## src/mct_pkg.sv

```systemverilog
// Shared constants and types for the instruction timing block.
package mct_pkg;
  localparam int CNT_W = 3;
  localparam int CYC_W = 4;
  localparam int LEN_W = 2;
  localparam int FLG_W = 3;

  typedef logic [7:0] mct_op_t;
  typedef logic [3:0] mct_nib_t;
  typedef logic [CYC_W-1:0] mct_cyc_t;
  typedef logic [LEN_W-1:0] mct_len_t;
  typedef logic [FLG_W-1:0] mct_flg_t;
  typedef logic [CNT_W-1:0] mct_cnt_t;

  // Instruction lengths in bytes.
  localparam mct_len_t LEN_ONE = 2'h1;
  localparam mct_len_t LEN_TWO = 2'h2;
  localparam mct_len_t LEN_THREE = 2'h3;

  // Execution times in system clock cycles.
  localparam mct_cyc_t CYC_ONE = 4'h1;
  localparam mct_cyc_t CYC_TWO = 4'h2;
  localparam mct_cyc_t CYC_THREE = 4'h3;
  localparam mct_cyc_t CYC_FOUR = 4'h4;
  localparam mct_cyc_t CYC_FIVE = 4'h5;
  localparam mct_cyc_t CYC_DIV = 4'h8;
  localparam mct_cyc_t CYC_MUL = CYC_FOUR;
  localparam mct_cyc_t CYC_MAX = CYC_DIV;
  localparam mct_cnt_t CNT_LAST = 3'h1;

  // Affected-flag masks, carry in the top bit, then aux carry, then overflow.
  localparam mct_flg_t FLG_NONE = 3'h0;
  localparam mct_flg_t FLG_CY = 3'h4;
  localparam mct_flg_t FLG_CY_OV = 3'h5;
  localparam mct_flg_t FLG_ARITH = 3'h7;

  // Opcodes and opcode-map rows that the timing logic singles out.
  localparam mct_op_t OP_NOP = 8'h00;
  localparam mct_op_t OP_SPARE = 8'hA5;
  localparam mct_op_t OP_DIV = 8'h84;
  localparam mct_op_t OP_MUL = 8'hA4;
  localparam mct_op_t OP_DA = 8'hD4;
  localparam mct_op_t OP_RR = 8'h03;
  localparam mct_op_t OP_RRC = 8'h13;
  localparam mct_op_t OP_RL = 8'h23;
  localparam mct_op_t OP_RLC = 8'h33;
  localparam mct_op_t OP_CLR_A = 8'hE4;
  localparam mct_op_t OP_CPL_A = 8'hF4;
  localparam mct_nib_t ROW_ADD = 4'h2;
  localparam mct_nib_t ROW_ADDC = 4'h3;
  localparam mct_nib_t ROW_ORL = 4'h4;
  localparam mct_nib_t ROW_ANL = 4'h5;
  localparam mct_nib_t ROW_XRL = 4'h6;
  localparam mct_nib_t ROW_SUBB = 4'h9;
  localparam mct_nib_t ROW_XMOVE_RD = 4'hE;
  localparam mct_nib_t ROW_XMOVE_WR = 4'hF;
  localparam mct_nib_t COL_DIR_A = 4'h2;
  localparam mct_nib_t COL_DIR_IMM = 4'h3;
  localparam mct_nib_t COL_IMM = 4'h4;
  localparam mct_nib_t COL_DIR = 4'h5;
endpackage

```

## src/mct_timing.sv

```systemverilog
// Issue sequencer that holds each instruction for its exact cycle count.
module mct_timing
  import mct_pkg::*;
(
  // Clock and reset.
  input wire logic CLK,
  input wire logic ARST_N,
  // Issue request from the fetch stage.
  input wire logic OP_VALID,
  input wire logic [7:0] OP_CODE,
  input wire logic COND_TRUE,
  // Program store control bits.
  input wire logic PSC_PGM_SEL,
  input wire logic PSC_ERASE_EN,
  // Sequencer status.
  output logic ISSUE_READY,
  output logic OP_TAKEN,
  output logic RETIRE,
  output logic EXEC_BUSY,
  // Decoded attributes of the instruction in execution.
  output mct_len_t INSN_LEN,
  output mct_cyc_t INSN_CYCLES,
  output logic BRANCH_TAKEN,
  output mct_flg_t FLAGS_AFFECTED,
  output logic NOP_EXEC,
  // External-space move steering.
  output logic XMOVE_FLASH,
  output logic XMOVE_XRAM,
  output logic XMOVE_WRITE,
  output logic XMOVE_ERASE
);
  typedef enum logic {ST_IDLE, ST_EXEC} mct_state_t;

  typedef struct packed {
    mct_state_t state;
    logic ready;
    logic taken;
    logic retire;
    logic busy;
    mct_len_t len;
    mct_cyc_t cyc;
    logic br_taken;
    mct_flg_t flags;
    logic nop;
    logic xflash;
    logic xxram;
    logic xwr;
    logic xerase;
    mct_cyc_t gap;
  } mct_seq_t;

  mct_seq_t st_r;
  mct_seq_t st_nxt;

  mct_len_t dec_len;
  mct_cyc_t dec_cyc;
  logic dec_cond;
  mct_flg_t dec_flags;
  logic dec_xmove;
  logic dec_xwr;
  logic dec_nop;
  logic take;
  mct_cyc_t cyc_eff;
  mct_cyc_t cyc_less;
  mct_cnt_t remain;

  mct_decoder u_decoder (
    .op(OP_CODE),
    .len(dec_len),
    .cyc(dec_cyc),
    .cond(dec_cond),
    .flags(dec_flags),
    .xmove(dec_xmove),
    .xmove_wr(dec_xwr),
    .nop(dec_nop)
  );

  // Nothing is accepted while a previous instruction still has cycles left.
  assign take = OP_VALID && st_r.ready;

  // The decoder gives the taken-path time; the fall-through path saves one cycle.
  assign cyc_eff = (dec_cond && !COND_TRUE) ? (dec_cyc - CYC_ONE) : dec_cyc;
  assign cyc_less = cyc_eff - CYC_ONE;

  // The counter holds cycles still to run after the issue cycle.
  mct_cycle_counter #(
    .W(CNT_W)
  ) u_counter (
    .clk(CLK),
    .arst_n(ARST_N),
    .load(take),
    .load_val(cyc_less[CNT_W-1:0]),
    .count(remain)
  );

  always_comb begin
    st_nxt = st_r;
    st_nxt.taken = take;
    if (take) begin
      st_nxt.ready = (cyc_eff == CYC_ONE);
      st_nxt.retire = st_nxt.ready;
      st_nxt.len = dec_len;
      st_nxt.cyc = cyc_eff;
      st_nxt.br_taken = dec_cond && COND_TRUE;
      st_nxt.flags = dec_flags;
      st_nxt.nop = dec_nop;
      st_nxt.xflash = dec_xmove && PSC_PGM_SEL;
      st_nxt.xxram = dec_xmove && !PSC_PGM_SEL;
      st_nxt.xwr = dec_xmove && dec_xwr;
      // Erase only makes sense for a write into program space.
      st_nxt.xerase = dec_xmove && dec_xwr && PSC_PGM_SEL && PSC_ERASE_EN;
      st_nxt.gap = '0;
    end else begin
      st_nxt.ready = (remain == '0) || (remain == CNT_LAST);
      st_nxt.retire = (remain == CNT_LAST);
      if (st_r.gap != '1) begin
        st_nxt.gap = st_r.gap + CYC_ONE;
      end
    end
    st_nxt.busy = !st_nxt.ready;
    case (st_r.state)
      ST_IDLE: begin
        if (st_nxt.busy) begin
          st_nxt.state = ST_EXEC;
        end
      end
      ST_EXEC: begin
        if (!st_nxt.busy) begin
          st_nxt.state = ST_IDLE;
        end
      end
      default: st_nxt.state = ST_IDLE;
    endcase
  end

  always_ff @(posedge CLK or negedge ARST_N) begin
    if (!ARST_N) begin
      st_r <= '0;
      st_r.ready <= '1;
      st_r.state <= ST_IDLE;
    end else begin
      st_r <= st_nxt;
    end
  end

  assign ISSUE_READY = st_r.ready;
  assign OP_TAKEN = st_r.taken;
  assign RETIRE = st_r.retire;
  assign EXEC_BUSY = st_r.busy;
  assign INSN_LEN = st_r.len;
  assign INSN_CYCLES = st_r.cyc;
  assign BRANCH_TAKEN = st_r.br_taken;
  assign FLAGS_AFFECTED = st_r.flags;
  assign NOP_EXEC = st_r.nop;
  assign XMOVE_FLASH = st_r.xflash;
  assign XMOVE_XRAM = st_r.xxram;
  assign XMOVE_WRITE = st_r.xwr;
  assign XMOVE_ERASE = st_r.xerase;

  // Ready must return exactly when the issued count has run out.
  a_exact_issue_spacing: assert property (@(posedge CLK) disable iff (!ARST_N)
    $rose(ISSUE_READY) |-> (st_r.gap + CYC_ONE) == INSN_CYCLES)
    else $error("ready returned at the wrong cycle");

  a_hold_while_busy: assert property (@(posedge CLK) disable iff (!ARST_N)
    (take && cyc_eff > CYC_ONE) |=> !ISSUE_READY && EXEC_BUSY)
    else $error("next issue not held off");

  a_two_cycle_walk: assert property (@(posedge CLK) disable iff (!ARST_N)
    (take && cyc_eff == CYC_TWO) |=> !ISSUE_READY ##1 (ISSUE_READY && RETIRE))
    else $error("two-cycle instruction not timed in clocks");

  a_single_cycle_ready: assert property (@(posedge CLK) disable iff (!ARST_N)
    (take && cyc_eff == CYC_ONE) |=> ISSUE_READY && RETIRE && OP_TAKEN)
    else $error("single-cycle instruction stalled issue");

  a_fallthrough_shorter: assert property (@(posedge CLK) disable iff (!ARST_N)
    (take && dec_cond) |=>
      INSN_CYCLES == (BRANCH_TAKEN ? $past(dec_cyc) : ($past(dec_cyc) - CYC_ONE)))
    else $error("branch duration does not match its outcome");

  a_xmove_to_flash: assert property (@(posedge CLK) disable iff (!ARST_N)
    (take && dec_xmove && PSC_PGM_SEL) |=> XMOVE_FLASH && !XMOVE_XRAM)
    else $error("external move not steered to flash");

  a_xmove_to_xram: assert property (@(posedge CLK) disable iff (!ARST_N)
    (take && dec_xmove && !PSC_PGM_SEL) |=> XMOVE_XRAM && !XMOVE_FLASH && !XMOVE_ERASE)
    else $error("external move not steered to data RAM");

  a_arith_timing: assert property (@(posedge CLK) disable iff (!ARST_N)
    (take && (OP_CODE[7:4] == ROW_ADD || OP_CODE[7:4] == ROW_ADDC ||
      OP_CODE[7:4] == ROW_SUBB) && OP_CODE[3:0] >= COL_IMM) |=>
      INSN_CYCLES == ($past(OP_CODE[3]) ? CYC_ONE : CYC_TWO) && FLAGS_AFFECTED == FLG_ARITH &&
      INSN_LEN == (($past(OP_CODE[3:0]) <= COL_DIR) ? LEN_TWO : LEN_ONE))
    else $error("add or subtract timing wrong");

  a_logic_acc_timing: assert property (@(posedge CLK) disable iff (!ARST_N)
    (take && (OP_CODE[7:4] == ROW_ORL || OP_CODE[7:4] == ROW_ANL ||
      OP_CODE[7:4] == ROW_XRL) && OP_CODE[3:0] >= COL_IMM) |=>
      INSN_CYCLES == ($past(OP_CODE[3]) ? CYC_ONE : CYC_TWO))
    else $error("logic into accumulator timing wrong");

  a_logic_dir_timing: assert property (@(posedge CLK) disable iff (!ARST_N)
    (take && (OP_CODE[7:4] == ROW_ORL || OP_CODE[7:4] == ROW_ANL ||
      OP_CODE[7:4] == ROW_XRL) && (OP_CODE[3:0] == COL_DIR_A ||
      OP_CODE[3:0] == COL_DIR_IMM)) |=>
      ($past(OP_CODE[0]) ? (INSN_CYCLES == CYC_THREE && INSN_LEN == LEN_THREE)
                         : (INSN_CYCLES == CYC_TWO && INSN_LEN == LEN_TWO)))
    else $error("logic into direct byte timing wrong");

  a_acc_single_cycle: assert property (@(posedge CLK) disable iff (!ARST_N)
    (take && (OP_CODE == OP_CLR_A || OP_CODE == OP_CPL_A || OP_CODE == OP_RL ||
      OP_CODE == OP_RLC || OP_CODE == OP_RR)) |=>
      INSN_CYCLES == CYC_ONE && INSN_LEN == LEN_ONE ##1 1'b1)
    else $error("accumulator operation not single cycle");

  // Bounds on every instruction, with divide as the single longest case.
  a_longest_divide: assert property (@(posedge CLK) disable iff (!ARST_N)
    (INSN_CYCLES <= CYC_MAX) and (st_r.busy |-> st_r.gap < CYC_MAX) and
    ((take && OP_CODE == OP_DIV) |=> INSN_CYCLES == CYC_MAX))
    else $error("instruction exceeds the longest duration");

  a_spare_as_nop: assert property (@(posedge CLK) disable iff (!ARST_N)
    (take && OP_CODE == OP_SPARE) |=>
      NOP_EXEC && INSN_CYCLES == CYC_ONE && INSN_LEN == LEN_ONE &&
      FLAGS_AFFECTED == FLG_NONE && !XMOVE_FLASH && !XMOVE_XRAM)
    else $error("spare opcode differs from no-operation");

  a_decode_flags: assert property (@(posedge CLK) disable iff (!ARST_N)
    (take && (OP_CODE == OP_MUL || OP_CODE == OP_DIV)) |=>
      FLAGS_AFFECTED == FLG_CY_OV && INSN_LEN == LEN_ONE)
    else $error("multiply or divide flag effects wrong");

  // Every take raises the issue pulse for exactly one cycle.
  a_taken_pulse: assert property (@(posedge CLK) disable iff (!ARST_N)
    take |=> OP_TAKEN)
    else $error("issue pulse missing after take");

  a_no_spurious_take: assert property (@(posedge CLK) disable iff (!ARST_N)
    !take |=> !OP_TAKEN)
    else $error("issue pulse without a take");

  // A request while busy is dropped, not queued, so the fetch stage must hold it.
  a_refused_busy: assert property (@(posedge CLK) disable iff (!ARST_N)
    (OP_VALID && !ISSUE_READY) |=> !OP_TAKEN)
    else $error("request accepted while busy");

  a_retire_on_ready: assert property (@(posedge CLK) disable iff (!ARST_N)
    $rose(ISSUE_READY) |-> RETIRE)
    else $error("finish without retire pulse");

  // Back-to-back single-cycle issue keeps retire high, so only a new take may extend it.
  a_retire_pulse: assert property (@(posedge CLK) disable iff (!ARST_N)
    RETIRE |-> ISSUE_READY ##1 (!RETIRE || OP_TAKEN))
    else $error("retire pulse stretched");

  a_state_tracks_busy: assert property (@(posedge CLK) disable iff (!ARST_N)
    EXEC_BUSY == (st_r.state == ST_EXEC) && EXEC_BUSY == !ISSUE_READY)
    else $error("busy flag disagrees with sequencer state");

  // Decoded outputs describe the last issued instruction until the next take.
  a_decoded_hold: assert property (@(posedge CLK) disable iff (!ARST_N)
    !take |=> $stable(INSN_CYCLES) && $stable(INSN_LEN) && $stable(FLAGS_AFFECTED) &&
      $stable(BRANCH_TAKEN) && $stable(NOP_EXEC) && $stable(XMOVE_FLASH))
    else $error("decoded outputs changed without a take");

  a_xmove_only: assert property (@(posedge CLK) disable iff (!ARST_N)
    (take && !dec_xmove) |=>
      !XMOVE_FLASH && !XMOVE_XRAM && !XMOVE_WRITE && !XMOVE_ERASE)
    else $error("steering raised for an ordinary instruction");

  a_erase_in_flash: assert property (@(posedge CLK) disable iff (!ARST_N)
    XMOVE_ERASE |-> XMOVE_FLASH && XMOVE_WRITE)
    else $error("erase marked outside a flash write");

  a_branch_flag_plain: assert property (@(posedge CLK) disable iff (!ARST_N)
    (take && !dec_cond) |=> !BRANCH_TAKEN)
    else $error("taken branch reported for a plain instruction");

  a_nop_only: assert property (@(posedge CLK) disable iff (!ARST_N)
    (take && OP_CODE != OP_NOP && OP_CODE != OP_SPARE) |=> !NOP_EXEC)
    else $error("no-operation reported for another opcode");

  // Divide is the longest instruction: ready stays low for seven cycles, then returns.
  a_divide_span: assert property (@(posedge CLK) disable iff (!ARST_N)
    (take && OP_CODE == OP_DIV) |=> !ISSUE_READY [*7] ##1 ISSUE_READY)
    else $error("divide does not span eight cycles");

  a_multiply_span: assert property (@(posedge CLK) disable iff (!ARST_N)
    (take && OP_CODE == OP_MUL) |=> !ISSUE_READY [*3] ##1 (ISSUE_READY && RETIRE))
    else $error("multiply not timed in clocks");
endmodule

```

## src/mct_cycle_counter.sv

```systemverilog
// Loadable down-counter that holds the remaining execution cycles.
module mct_cycle_counter
  import mct_pkg::*;
#(
  parameter int W = CNT_W
) (
  // Clock and reset.
  input wire logic clk,
  input wire logic arst_n,
  // Load and count.
  input wire logic load,
  input wire logic [W-1:0] load_val,
  output logic [W-1:0] count
);
  typedef struct packed {
    logic [W-1:0] cnt;
  } mct_cnt_state_t;

  mct_cnt_state_t st_r;
  mct_cnt_state_t st_nxt;

  always_comb begin
    st_nxt = st_r;
    if (load) begin
      st_nxt.cnt = load_val;
    end else if (st_r.cnt != '0) begin
      st_nxt.cnt = st_r.cnt - 1'b1;
    end
  end

  always_ff @(posedge clk or negedge arst_n) begin
    if (!arst_n) begin
      st_r <= '0;
    end else begin
      st_r <= st_nxt;
    end
  end

  assign count = st_r.cnt;
endmodule

```

## src/mct_decoder.sv

```systemverilog
// Opcode decoder giving length, taken-path cycles, branch class and flag effects.
module mct_decoder
  import mct_pkg::*;
(
  // Opcode in.
  input wire logic [7:0] op,
  // Decoded attributes.
  output mct_len_t len,
  output mct_cyc_t cyc,
  output logic cond,
  output mct_flg_t flags,
  output logic xmove,
  output logic xmove_wr,
  output logic nop
);
  mct_nib_t hi;
  mct_nib_t lo;

  assign hi = op[7:4];
  assign lo = op[3:0];

  // The opcode map is walked by column, since addressing mode follows the low nibble.
  always_comb begin
    len = LEN_ONE;
    cyc = CYC_ONE;
    cond = 1'b0;
    if (lo[3]) begin
      case (hi)
        4'h7, 4'h8, 4'hA: begin len = LEN_TWO; cyc = CYC_TWO; end
        4'hB: begin len = LEN_THREE; cyc = CYC_FOUR; cond = 1'b1; end
        4'hD: begin len = LEN_TWO; cyc = CYC_THREE; cond = 1'b1; end
        default: ;
      endcase
    end else begin
      case (lo[2:0])
        3'h6, 3'h7: begin
          case (hi)
            4'h7, 4'h8, 4'hA: begin len = LEN_TWO; cyc = CYC_TWO; end
            4'hB: begin len = LEN_THREE; cyc = CYC_FIVE; cond = 1'b1; end
            default: cyc = CYC_TWO;
          endcase
        end
        3'h5: begin
          case (hi)
            4'h7, 4'h8: begin len = LEN_THREE; cyc = CYC_THREE; end
            4'hA: ;
            4'hB, 4'hD: begin len = LEN_THREE; cyc = CYC_FOUR; cond = 1'b1; end
            default: begin len = LEN_TWO; cyc = CYC_TWO; end
          endcase
        end
        3'h4: begin
          case (hi)
            4'h2, 4'h3, 4'h4, 4'h5, 4'h6, 4'h7, 4'h9: begin len = LEN_TWO; cyc = CYC_TWO; end
            4'h8: cyc = CYC_DIV;
            4'hA: cyc = CYC_MUL;
            4'hB: begin len = LEN_THREE; cyc = CYC_FOUR; cond = 1'b1; end
            default: ;
          endcase
        end
        3'h3: begin
          case (hi)
            4'h4, 4'h5, 4'h6: begin len = LEN_THREE; cyc = CYC_THREE; end
            4'h7, 4'h8, 4'h9, 4'hE, 4'hF: cyc = CYC_THREE;
            default: ;
          endcase
        end
        3'h2: begin
          case (hi)
            4'h0, 4'h1: begin len = LEN_THREE; cyc = CYC_FOUR; end
            4'h2, 4'h3: cyc = CYC_FIVE;
            4'hE, 4'hF: cyc = CYC_THREE;
            default: begin len = LEN_TWO; cyc = CYC_TWO; end
          endcase
        end
        3'h1: begin len = LEN_TWO; cyc = CYC_THREE; end
        default: begin
          case (hi)
            4'h0: ;
            4'h1, 4'h2, 4'h3: begin len = LEN_THREE; cyc = CYC_FOUR; cond = 1'b1; end
            4'h4, 4'h5, 4'h6, 4'h7: begin len = LEN_TWO; cyc = CYC_THREE; cond = 1'b1; end
            4'h8: begin len = LEN_TWO; cyc = CYC_THREE; end
            4'h9: begin len = LEN_THREE; cyc = CYC_THREE; end
            4'hE, 4'hF: cyc = CYC_THREE;
            default: begin len = LEN_TWO; cyc = CYC_TWO; end
          endcase
        end
      endcase
    end
  end

  // Parity follows the accumulator continuously, so it is not part of this mask.
  always_comb begin
    flags = FLG_NONE;
    if ((hi == ROW_ADD || hi == ROW_ADDC || hi == ROW_SUBB) && (lo >= COL_IMM)) begin
      flags = FLG_ARITH;
    end else if (op == OP_MUL || op == OP_DIV) begin
      flags = FLG_CY_OV;
    end else if (op == OP_DA || op == OP_RRC || op == OP_RLC) begin
      flags = FLG_CY;
    end else if ((hi == 4'hB) && (lo >= COL_IMM)) begin
      flags = FLG_CY;
    end else if (((hi == 4'hB || hi == 4'hC || hi == 4'hD) && lo == COL_DIR_IMM) ||
                 ((hi == 4'h7 || hi == 4'h8 || hi == 4'hA) && lo == COL_DIR_A) ||
                 ((hi == 4'hA || hi == 4'hB) && lo == 4'h0)) begin
      flags = FLG_CY;
    end
  end

  assign xmove = (hi == ROW_XMOVE_RD || hi == ROW_XMOVE_WR) &&
                 (lo == 4'h0 || lo == COL_DIR_A || lo == COL_DIR_IMM);
  assign xmove_wr = (hi == ROW_XMOVE_WR);
  assign nop = (op == OP_NOP) || (op == OP_SPARE);
endmodule

```

## config.mk

```make
export PLATFORM = sky130hd
export DESIGN_NAME = mct_timing
export DESIGN_NICKNAME = d
export VERILOG_FILES = /design/src/mct_pkg.sv /design/src/mct_timing.sv /design/src/mct_cycle_counter.sv /design/src/mct_decoder.sv
export SDC_FILE = /design/constraint.sdc
export NUM_CORES = 1
export LEC_CHECK = 0
export BUFFER_PORTS_ARGS = -buffer_cell sky130_fd_sc_hd__buf_2
export CORE_MARGIN = 2
export CORE_UTILIZATION = 50
export CTS_CLUSTER_SIZE = 16
export DETAILED_ROUTE_END_ITERATION = 12
export PLACE_DENSITY = 0.72
export SLEW_MARGIN = 20
export SYNTH_ARGS = -nofsm -noshare
export SYNTH_HDL_FRONTEND = slang
export SYNTH_SLANG_ARGS = --single-unit
```

## constraint.sdc

```tcl
create_clock -name CLK -period 2.2 [get_ports CLK]
set_input_delay 0.44 -clock CLK [delete_from_list [all_inputs] [get_ports CLK]]
set_output_delay 0.44 -clock CLK [all_outputs]
set_load 0.01 [all_outputs]
```

-- After elaboration in Yosys (flattened, before gate mapping)
Cells that the tools add are included.
W data, S select, Z words.
- register bits after elaboration: 22
- input port bits: 14
- output and inout bits: 19
- add/sub/neg operators: 3
- order comparisons: 1
- eq/ne operators: 32
- multiplexer cells: 33
- reductions and logical operators: 60
- operators with widths (cell ; count):
    $pmux W3 S3 ; 4
    $eq A4 B4 Y1 const B ; 8
    $eq A8 B8 Y1 const B ; 4
    $mux W3 ; 8
    $pmux W2 S2 ; 6
    $pmux W4 S6 ; 1
    $reduce_or A3 Y1 ; 6
    $logic_or A1 B1 Y1 ; 17
    $eq A4 B2 Y1 const B ; 4
    $eq A4 B3 Y1 const B ; 4
    $reduce_or A4 Y1 ; 4
    $logic_and A1 B1 Y1 ; 14
    $reduce_or A2 Y1 ; 7
    $reduce_or A7 Y1 ; 2
    $eq A3 B3 Y1 const B ; 4
    $pmux W2 S6 ; 1
    $pmux W4 S3 ; 1
    $eq A4 B1 Y1 const B ; 2
    $eq A8 B5 Y1 const B ; 1
    $eq A8 B6 Y1 const B ; 1
    $logic_not A4 Y1 ; 2
    $logic_not A8 Y1 ; 1
    $mux W4 ; 2
    $reduce_or A8 Y1 ; 1
    12 further kinds ; 24

-- Longest topological paths before layout
Gate-level depths: netlist of run 1.
- depth in word-level cells: 11
- depth in mapped cells: 12
- mapped depth without buffers: 10

-- Modules after synthesis
Synthesis of run 1 repeated with hierarchy kept, for this count alone.
- cell total of the unflattened synthesis: 265
- area total of the unflattened synthesis: 2010.7 um2
- by module, submodules not included (module ; times used ; cells an instance ; area an instance (um2)):
    mct_decoder ; 1 ; 159 ; 977.2
    mct_timing ; 1 ; 86 ; 837.1
    mct_cycle_counter ; 1 ; 20 ; 196.4

-- Worst setup path before layout of run 1
OpenSTA, ideal clock, no wires.
- kind: input to register
- start: in OP_CODE[5]
- end: reg u_counter.st_r (netlist bit u_counter.count[2])
- library setup time: 118 ps
- arrival time: 2719 ps
- data required time: 2082 ps
- path slack: -637 ps
- stages: 10
- cells stage by stage: buf_2 > nor2b_1 > o22ai_1 > a311o_1 > o31ai_4 > ha_1 > mux2_4 > ha_1 > xor3_1 > a21o_1
- cells in the longest elaborated chain, start to end: 9
- elaborated cells between the ends (all ways): 45
- ends and longest elaborated chain (item ; line ; source):
    from (decl) ; mct_timing.sv:10 ; input wire logic [7:0] OP_CODE,
    $eq A4 B4 Y1 (tied with other cells) ; mct_decoder.sv:61, mct_decoder.sv:68, mct_decoder.sv:77 ;
    $reduce_or A8 Y1 (no source line) (tied with other cells) ; - ;
    $pmux W3 S3 (tied with other cells) ; mct_decoder.sv:77 ; case (hi)
    $pmux W4 S6 / $pmux W1 S3 (equally long branches) ; mct_decoder.sv:35 ; case (lo[2:0])
    $mux W4 / $mux W1 (equally long branches) ; mct_decoder.sv:27 ; if (lo[3]) begin
    $sub A4 B1 Y4 / $logic_and A1 B1 Y1 (equally long branches) ; mct_timing.sv:82 ; assign cyc_eff = (dec_cond && !COND_TRUE) ? (dec_cyc - CYC_ONE) : dec_cyc;
    $mux W4 * ; mct_timing.sv:82 ;
    $sub A3 B1 Y3 * ; mct_timing.sv:83 ; assign cyc_less = cyc_eff - CYC_ONE;
    $mux W3 * ; mct_cycle_counter.sv:24 ; if (load) begin
    to (signal assigned) ; mct_cycle_counter.sv:35 ; st_r <= st_nxt;
    to (decl) ; mct_cycle_counter.sv:19 ; mct_cnt_state_t st_r;
Mark *: on every way between the ends. The rest lies on a longest branch, timed or not.
A chain may end at the register's enable or synchronous reset.

-- Worst setup path after layout of run 1
- start: in OP_CODE[6]
- end: reg u_counter.st_r (netlist bit u_counter.count[2])
Same word-level chain as after synthesis.

==> summary.txt, run 1 <==
Run status
  – Outcome: complete, but fails checks
  – Violated checks: setup timing

Timing
  – Period utilization: 109.9%
  – Fmax: 413.5 MHz
  – Fin Setup TNS: -487.3 ps
  – RSZ-0062 raised after global routing: yes
  – Rel. slew slack: 63.97%
  – Min cycle time layout: 2419 ps
  – Fin Hold WS: about 130 ps
  – Fin. Hold Viols: 0
  – Slew Viols, Final: 0
  – Clock skew: 6.319 ps
  – Setup-failing EPs final: 6
  – Slew @ Worst Pin: 539.8 ps
  – Worst setup margin: -218.6 ps

Synth
  – Most numerous cell in the Yosys netlist: nand2_1
  – Synth area leader: dfrtp_1
  – Synth Cell Area: 2092 um2
  – Synth Instances: about 250
  – Number of synthesized flops with an enable pin: 0
  – Synth Warn #: 0
  – Yosys reg bits: 22
  – Prevailing post-synth register cell: dfrtp_1
  – Avg Cell Area, Syn: around 8.5 um2
  – Synth top area share: 25.12%
  – Seq/Total Area, Yosys: a little over a quarter
  – Most frequent cells after synthesis: nand2_1, nor2_1, dfrtp_1
  – Synth unique cells: 73
  – Async S/R FF share, synth: 100.0%
  – Top cells by area, synth: dfrtp_1, o21ai_0, nand2_1
  – Synthesized Nets: 266

Critical path
  – Crit path DAT: 2570 ps
  – Required time of the critical path: 2360 ps
  – Worst path bufs/invs: 2
  – Largest delay share family, worst path: compound AO/OA/AOI/OAI gates
  – Critical path endpoint category: register
  – CP cell instances: buf_8, buf_6, or2b_1, a21oi_1, a311o_1, o31ai_4, ha_4, mux2_4, ha_4, xor3_1, a21o_1
  – Cell repeated most along the worst path: ha_4
  – CP Class: in -> reg
  – Critical path fanouts, max: 5
  – CP max stage delay: 360 ps
  – Crit start category: input port
  – CP max stage cell: a311o_1

Placement
  – Post-DP HPWL: 4515 um
  – Port buffer count: 32
  – Gpl congestion: 0.9263
  – Setup Slack @ Placement: -594.2 ps
  – Placed Cells incl. Taps: 375
  – Placed cell area: 2739 um2

Clock tree
  – TritonCTS Buffers: 3
  – Clk sinks: 22
  – H-tree levels: 1
  – CTS root buf: clkbuf_8
  – CTS tree: yes
  – Worst skew pair latency: 260 ps
  – CTS Buffer Depth: 2
  – Reg clk slew, reported paths: about 80 ps
  – CTS Hold Bufs: 0

Global route
  – First-pass GRT wire length: 9466 um
  – Grt ovf: 0
  – Pin count of the biggest net entering global routing: 23
  – Initial antenna violation count: 0
  – Number of global-route vias before repair: 2077
  – Gr usage total: 26.56%

Power and ir drop
  – Leakage power: 1.434 nW
  – Worst vdd ir: 0.0002684 V
  – Cell Int Power: 1.139 mW
  – Sequential power share: 33.2%
  – Clock share of power: 15.8%
  – Total power: around 1.8 mW
  – Power Density: 596.1 nW/um2
  – Sw frac: 37.50%
  – Comb pwr share: between 50% and 60%
  – Switch Pwr: 0.6834 mW

Layout
  – Layout cell share with drive strength beyond 1: 48.52%
  – FILL cells: between 200 and 300
  – Post-Layout Cell Count: 388
  – Final nets: 359
  – Multi-input logic area: 1496 um2
  – Design area: 3057 um2
  – Register Area: 551.8 um2
  – Diodes inserted: 0
  – Fin util: 76.42%
  – Area Overhead vs Synth: 46.11%

Floorplan
  – CORE AREA: 4000 um2
  – Die width: 68.69 um
  – Io pins: 33
  – Row cnt: 23
  – Chip height: between 60 and 70 um
  – Starting Density: 52.30%
  – DIE AREA: 4718 um2

Routing
  – Wirelength per Cell: approximately 16 um
  – Via count: 2267
  – Final ANT Viol Nets: 0
  – Post-Route WL: about 6300 um
  – Via density: 5.843
  – # DRC: 0
  – Drt pass-1 iters: 4
  – Initial DRC Count: 149

Run
  – MaxCap Viol Count: 0

Hold path
  – Min-delay worst type: in -> async
[per-layer routing]
layer	GRT usage, %	vias up	share of wire (%)
li1	-	1085	-
met1	31.70	1073	41
met2	49.28	91	51
met3	2.597	18	5.6
met4	8.750	0	2.4
met5	0	-	0
[worst reg2reg max path: stages (launching register included)]
cell and delay (ps):
dfstp_2 530, nand2_1 60, inv_1 410, nand3_2 190, o21a_1 210
[power by group through the flow]
stage	combinational [mW]	sequential (mW)	clock, mW
CTS	0.906	0.606	0.290
global route	1.03	0.624	0.302
finish	0.929	0.606	0.287
floorplan	0.497	0.655	0
global placement	0.830	0.607	0
detailed placement	0.848	0.614	0
[cells in the final DEF, fill, tap and decap left out, types with 4 or more instances in the layout]
| cell | n |
|---|---|
| o21ai_1 | 6 |
| nand2_1 | 21 |
| buf_6 | 8 |
| o21ai_0 | 16 |
| buf_2 | 25 |
| nand2b_1 | 6 |
| a21oi_1 | 14 |
| buf_4 | 73 |
| dfrtp_1 | 21 |
| inv_1 | 7 |
| nor2_1 | 21 |
| nand3_1 | 6 |
| clkbuf_8 | 4 |
[state kept, by name, indices dropped and copies added, names as in the netlist]
register	cells
INSN_CYCLES	4
FLAGS_AFFECTED	3
u_counter.count	3
INSN_LEN	2
BRANCH_TAKEN	1
EXEC_BUSY	1
ISSUE_READY	1
NOP_EXEC	1
OP_TAKEN	1
RETIRE	1
XMOVE_ERASE	1
XMOVE_FLASH	1
XMOVE_WRITE	1
XMOVE_XRAM	1
[worst paths after layout]
path | from | to | slack, ps | cells after the start
setup / recovery | OP_CODE[6] | u_counter.count[2] | -220 | 11
hold / removal | ARST_N | INSN_CYCLES[3] | 130 | 1
setup reg to reg | ISSUE_READY | EXEC_BUSY | 710 | 4
hold reg to reg | XMOVE_FLASH | XMOVE_FLASH | 470 | 2
max in group asynchronous | ARST_N | ISSUE_READY | 1730 | 1
min in group CLK | PSC_PGM_SEL | XMOVE_FLASH | 430 | 3
[cell families after synthesis]
kind of cell	Yosys count	synth area share [%]
flops	22	26.38
fa+ha+maj	6	3.588
compound gates	82	28.77
simple gates	93	26.32
buf+inv	33	9.150
xor+xnor	6	3.589
mux	4	2.213
[what timing repair did]
| action | in CTS | in global routing |
|---|---|---|
| endpoints found under the setup margin | 6 | 7 |
| pin swaps | 10 | 3 |
| setup buffers | 9 | 0 |
| gates resized for setup | 40 | 7 |
[layout make-up]
cell class / count / share of cell area [%]
sequential: 22 / 18.05
timing repair buffer: 111 / 27.92
clock buffer: 4 / 1.801
multi-input combinational: 191 / 48.96
inverter: 10 / 1.228
tap: 50 / 2.047
Power figures use the tool's default switching activity.
==> inputs of run 2 (changes only) <==
- CAP_MARGIN: unset -> 10
- CELL_PAD_IN_SITES_DETAIL_PLACEMENT: unset -> 1
- CELL_PAD_IN_SITES_GLOBAL_PLACEMENT: unset -> 2
- CORE_UTILIZATION: 50 -> 37
- PLACE_DENSITY: 0.72 -> unset
- PLACE_DENSITY_LB_ADDON: unset -> 0.1
==> summary.txt, run 2 (synthesis results as in run 1) <==
Run status
  – Outcome: complete, but fails checks
  – Violated checks: setup timing

Clock tree
  – CTS root buf: clkbuf_8
  – CTS tree: yes
  – Worst skew pair latency: 260 ps (about the same)
  – CTS Hold Bufs: 0 (unchanged)
  – TritonCTS Buffers: 3 (unchanged)
  – Clk sinks: 22 (unchanged)
  – CTS Buffer Depth: 2 (unchanged)
  – Reg clk slew, reported paths: 70 ps (about the same)
  – H-tree levels: 1 (unchanged)

Power and ir drop
  – Power Density: 596.6 nW/um2 (about the same)
  – Worst vdd ir: 0.0004379 V (+63%)
  – Leakage power: 1.453 nW (+1.4%)

Routing
  – Drt pass-1 iters: 4 (unchanged)
  – Initial DRC Count: 69 (-54%)
  – Post-Route WL: 7118 um (+13%)
  – Wirelength per Cell: 17.36 um (+7.1%)
  – # DRC: 0 (unchanged)
  – Via count: 2219 (-2.1%)
  – Final ANT Viol Nets: 0 (unchanged)
  – Via density: 5.412 (-7.4%)

Floorplan
  – Chip height: 79.20 um (+15%)
  – Starting Density: 38.23% (-14 points)
  – Row cnt: 27 (+17%)
  – CORE AREA: 5473 um2 (+37%)
  – Die width: 79.20 um (+15%)
  – Io pins: 33 (unchanged)
  – DIE AREA: 6272 um2 (+33%)

Layout
  – Post-Layout Cell Count: 410 (+5.7%)
  – Area Overhead vs Synth: 49.04%
  – Multi-input logic area: 1503 um2 (+0.42%)
  – Fin util: 56.97% (-19 points)
  – Commonest non-fill, non-tap cell in the layout: buf_4
  – Largest Register: INSN_CYCLES
  – FILL cells: 655 (+140%)
  – Final nets: 359 (unchanged)
  – Commonest non-fill, non-tap cells in the layout: buf_4, buf_2, nand2_1
  – Max FFs per register: 4 (unchanged)
  – Register Area: 551.8 um2 (unchanged)
  – Layout cell share with drive strength beyond 1: 48.52% (unchanged)
  – Diodes inserted: 0 (unchanged)

Placement
  – Post-DP HPWL: 5523 um (+22%)
  – Gpl congestion: 0.9338 (+0.81%)
  – Placed Cells incl. Taps: 398 (+6.1%)
  – Setup Slack @ Placement: -677.5 ps (-83.27 ps)
  – Port buffer count: 32 (unchanged)

Global route
  – Pin count of the biggest net entering global routing: 23 (unchanged)
  – Grt ovf: 0 (unchanged)
  – Number of global-route vias before repair: 2375 (+14%)
  – Gr usage total: 24.41% (-2.2 points)
  – Initial antenna violation count: 0 (unchanged)
  – First-pass GRT wire length: 11960 um (+26%)

Critical path
  – CP max stage cell: or3b_4
  – Crit path capture: INSN_CYCLES[2]
  – CP cell instances: buf_8, nor4_4, or3b_4, o21ai_4, a211oi_4, inv_2, ha_4, and3_4, a32oi_2, buf_4, xor2_4, mux2_4
  – Reg-to-Reg End: EXEC_BUSY
  – CP max stage delay: 440 ps (+80 ps)
  – Critical path endpoint category: register
  – Critical path depth: 12 (+1)
  – Required time of the critical path: 2350 ps (about the same)
  – R2R Setup Slk: 630 ps (-80 ps)
  – Critical R2R Launch: ISSUE_READY
  – CP Class: in -> reg
  – Worst path bufs/invs: 3 (+1)
  – Crit start category: input port
  – Crit path DAT: 2600 ps (+30 ps)
  – Worst Reg-to-Reg Cells: 4 (unchanged)
  – Critical path fanouts, max: 4 (-1)
  – Largest delay share family, worst path: simple AND/OR/NAND/NOR gates
  – Crit path from: OP_CODE[3]

Timing
  – Min cycle time layout: 2445 ps (+25.88 ps)
  – Rel. slew slack: 59.03% (-4.9 points)
  – Fin. Hold Viols: 0 (unchanged)
  – Period utilization: 111.1% (+1.2 points)
  – Setup-failing EPs final: 7 (+1)
  – Slew Viols, Final: 0 (unchanged)
  – Fmax: 409.1 MHz (-1.1%)
  – Worst setup margin: -244.5 ps (-25.88 ps)
  – Slew @ Worst Pin: 608.0 ps (+68.11 ps)
  – RSZ-0062 raised after global routing: yes
  – Clock skew: 0.7734 ps (-5.546 ps)

Hold path
  – Min-delay worst type: in -> async

Run
  – MaxCap Viol Count: 0 (unchanged)
[run 2: cell counts in the layout (fill, tap and decap cells not counted)]
Identical to the previous run, type by type.
[run 2: how the worst min path moves through the flow]
stage / startpoint / end
global route: ARST_N / XMOVE_WRITE
finish: ARST_N / XMOVE_WRITE
floorplan: ARST_N / BRANCH_TAKEN
global placement: ARST_N / XMOVE_WRITE
CTS: ARST_N / XMOVE_WRITE
detailed placement: ARST_N / XMOVE_WRITE
[run 2: area by class of cell]
type | count | area share [%]
Multi-Input combinational cell | 191 | 48.19
Tap cell | 72 | 2.889
Timing Repair Buffer | 111 | 28.25
Clock buffer | 4 | 1.766
Sequential cell | 22 | 17.70
Inverter | 10 | 1.204
[run 2: power breakdown]
part,internal (mW),switching (mW),total [mW],leakage [nW]
Clock,0.160,0.126,0.286,0.0288
Sequential,0.539,0.0661,0.606,0.277
Combinational,0.458,0.511,0.969,1.15
[run 2: what timing repair did]
item                       in CTS  in global routing
gates cloned                    1                  0
setup endpoints to repair       7                  7
pin swaps                      10                  5
resized for setup              42                 11
buffers inserted                7                  1
[run 2: layer usage]
metal  share of wire (%)  vias up  global-route usage [%]  wire [um]
li1                    -     1087                       -          -
met1                  43     1069                   29.65       3059
met2                  51       49                   44.66       3661
met3                 3.2       14                   2.273        229
met4                 2.4        0                   8.621        168
met5                   0        -                       0          0
[run 2: through the flow]
step	hold WS (ps)	power (mW)	setup TNS, ps	cell area [um2]
CTS	138.7	1.854	-1053	3070
floorplan	144.4	1.152	-1643	2157
global route	155.2	2.014	-1750	3118
global placement	427.9	1.456	-3835	2761
finish	120.4	1.860	-1278	3118
detailed placement	424.6	1.493	-4409	2761
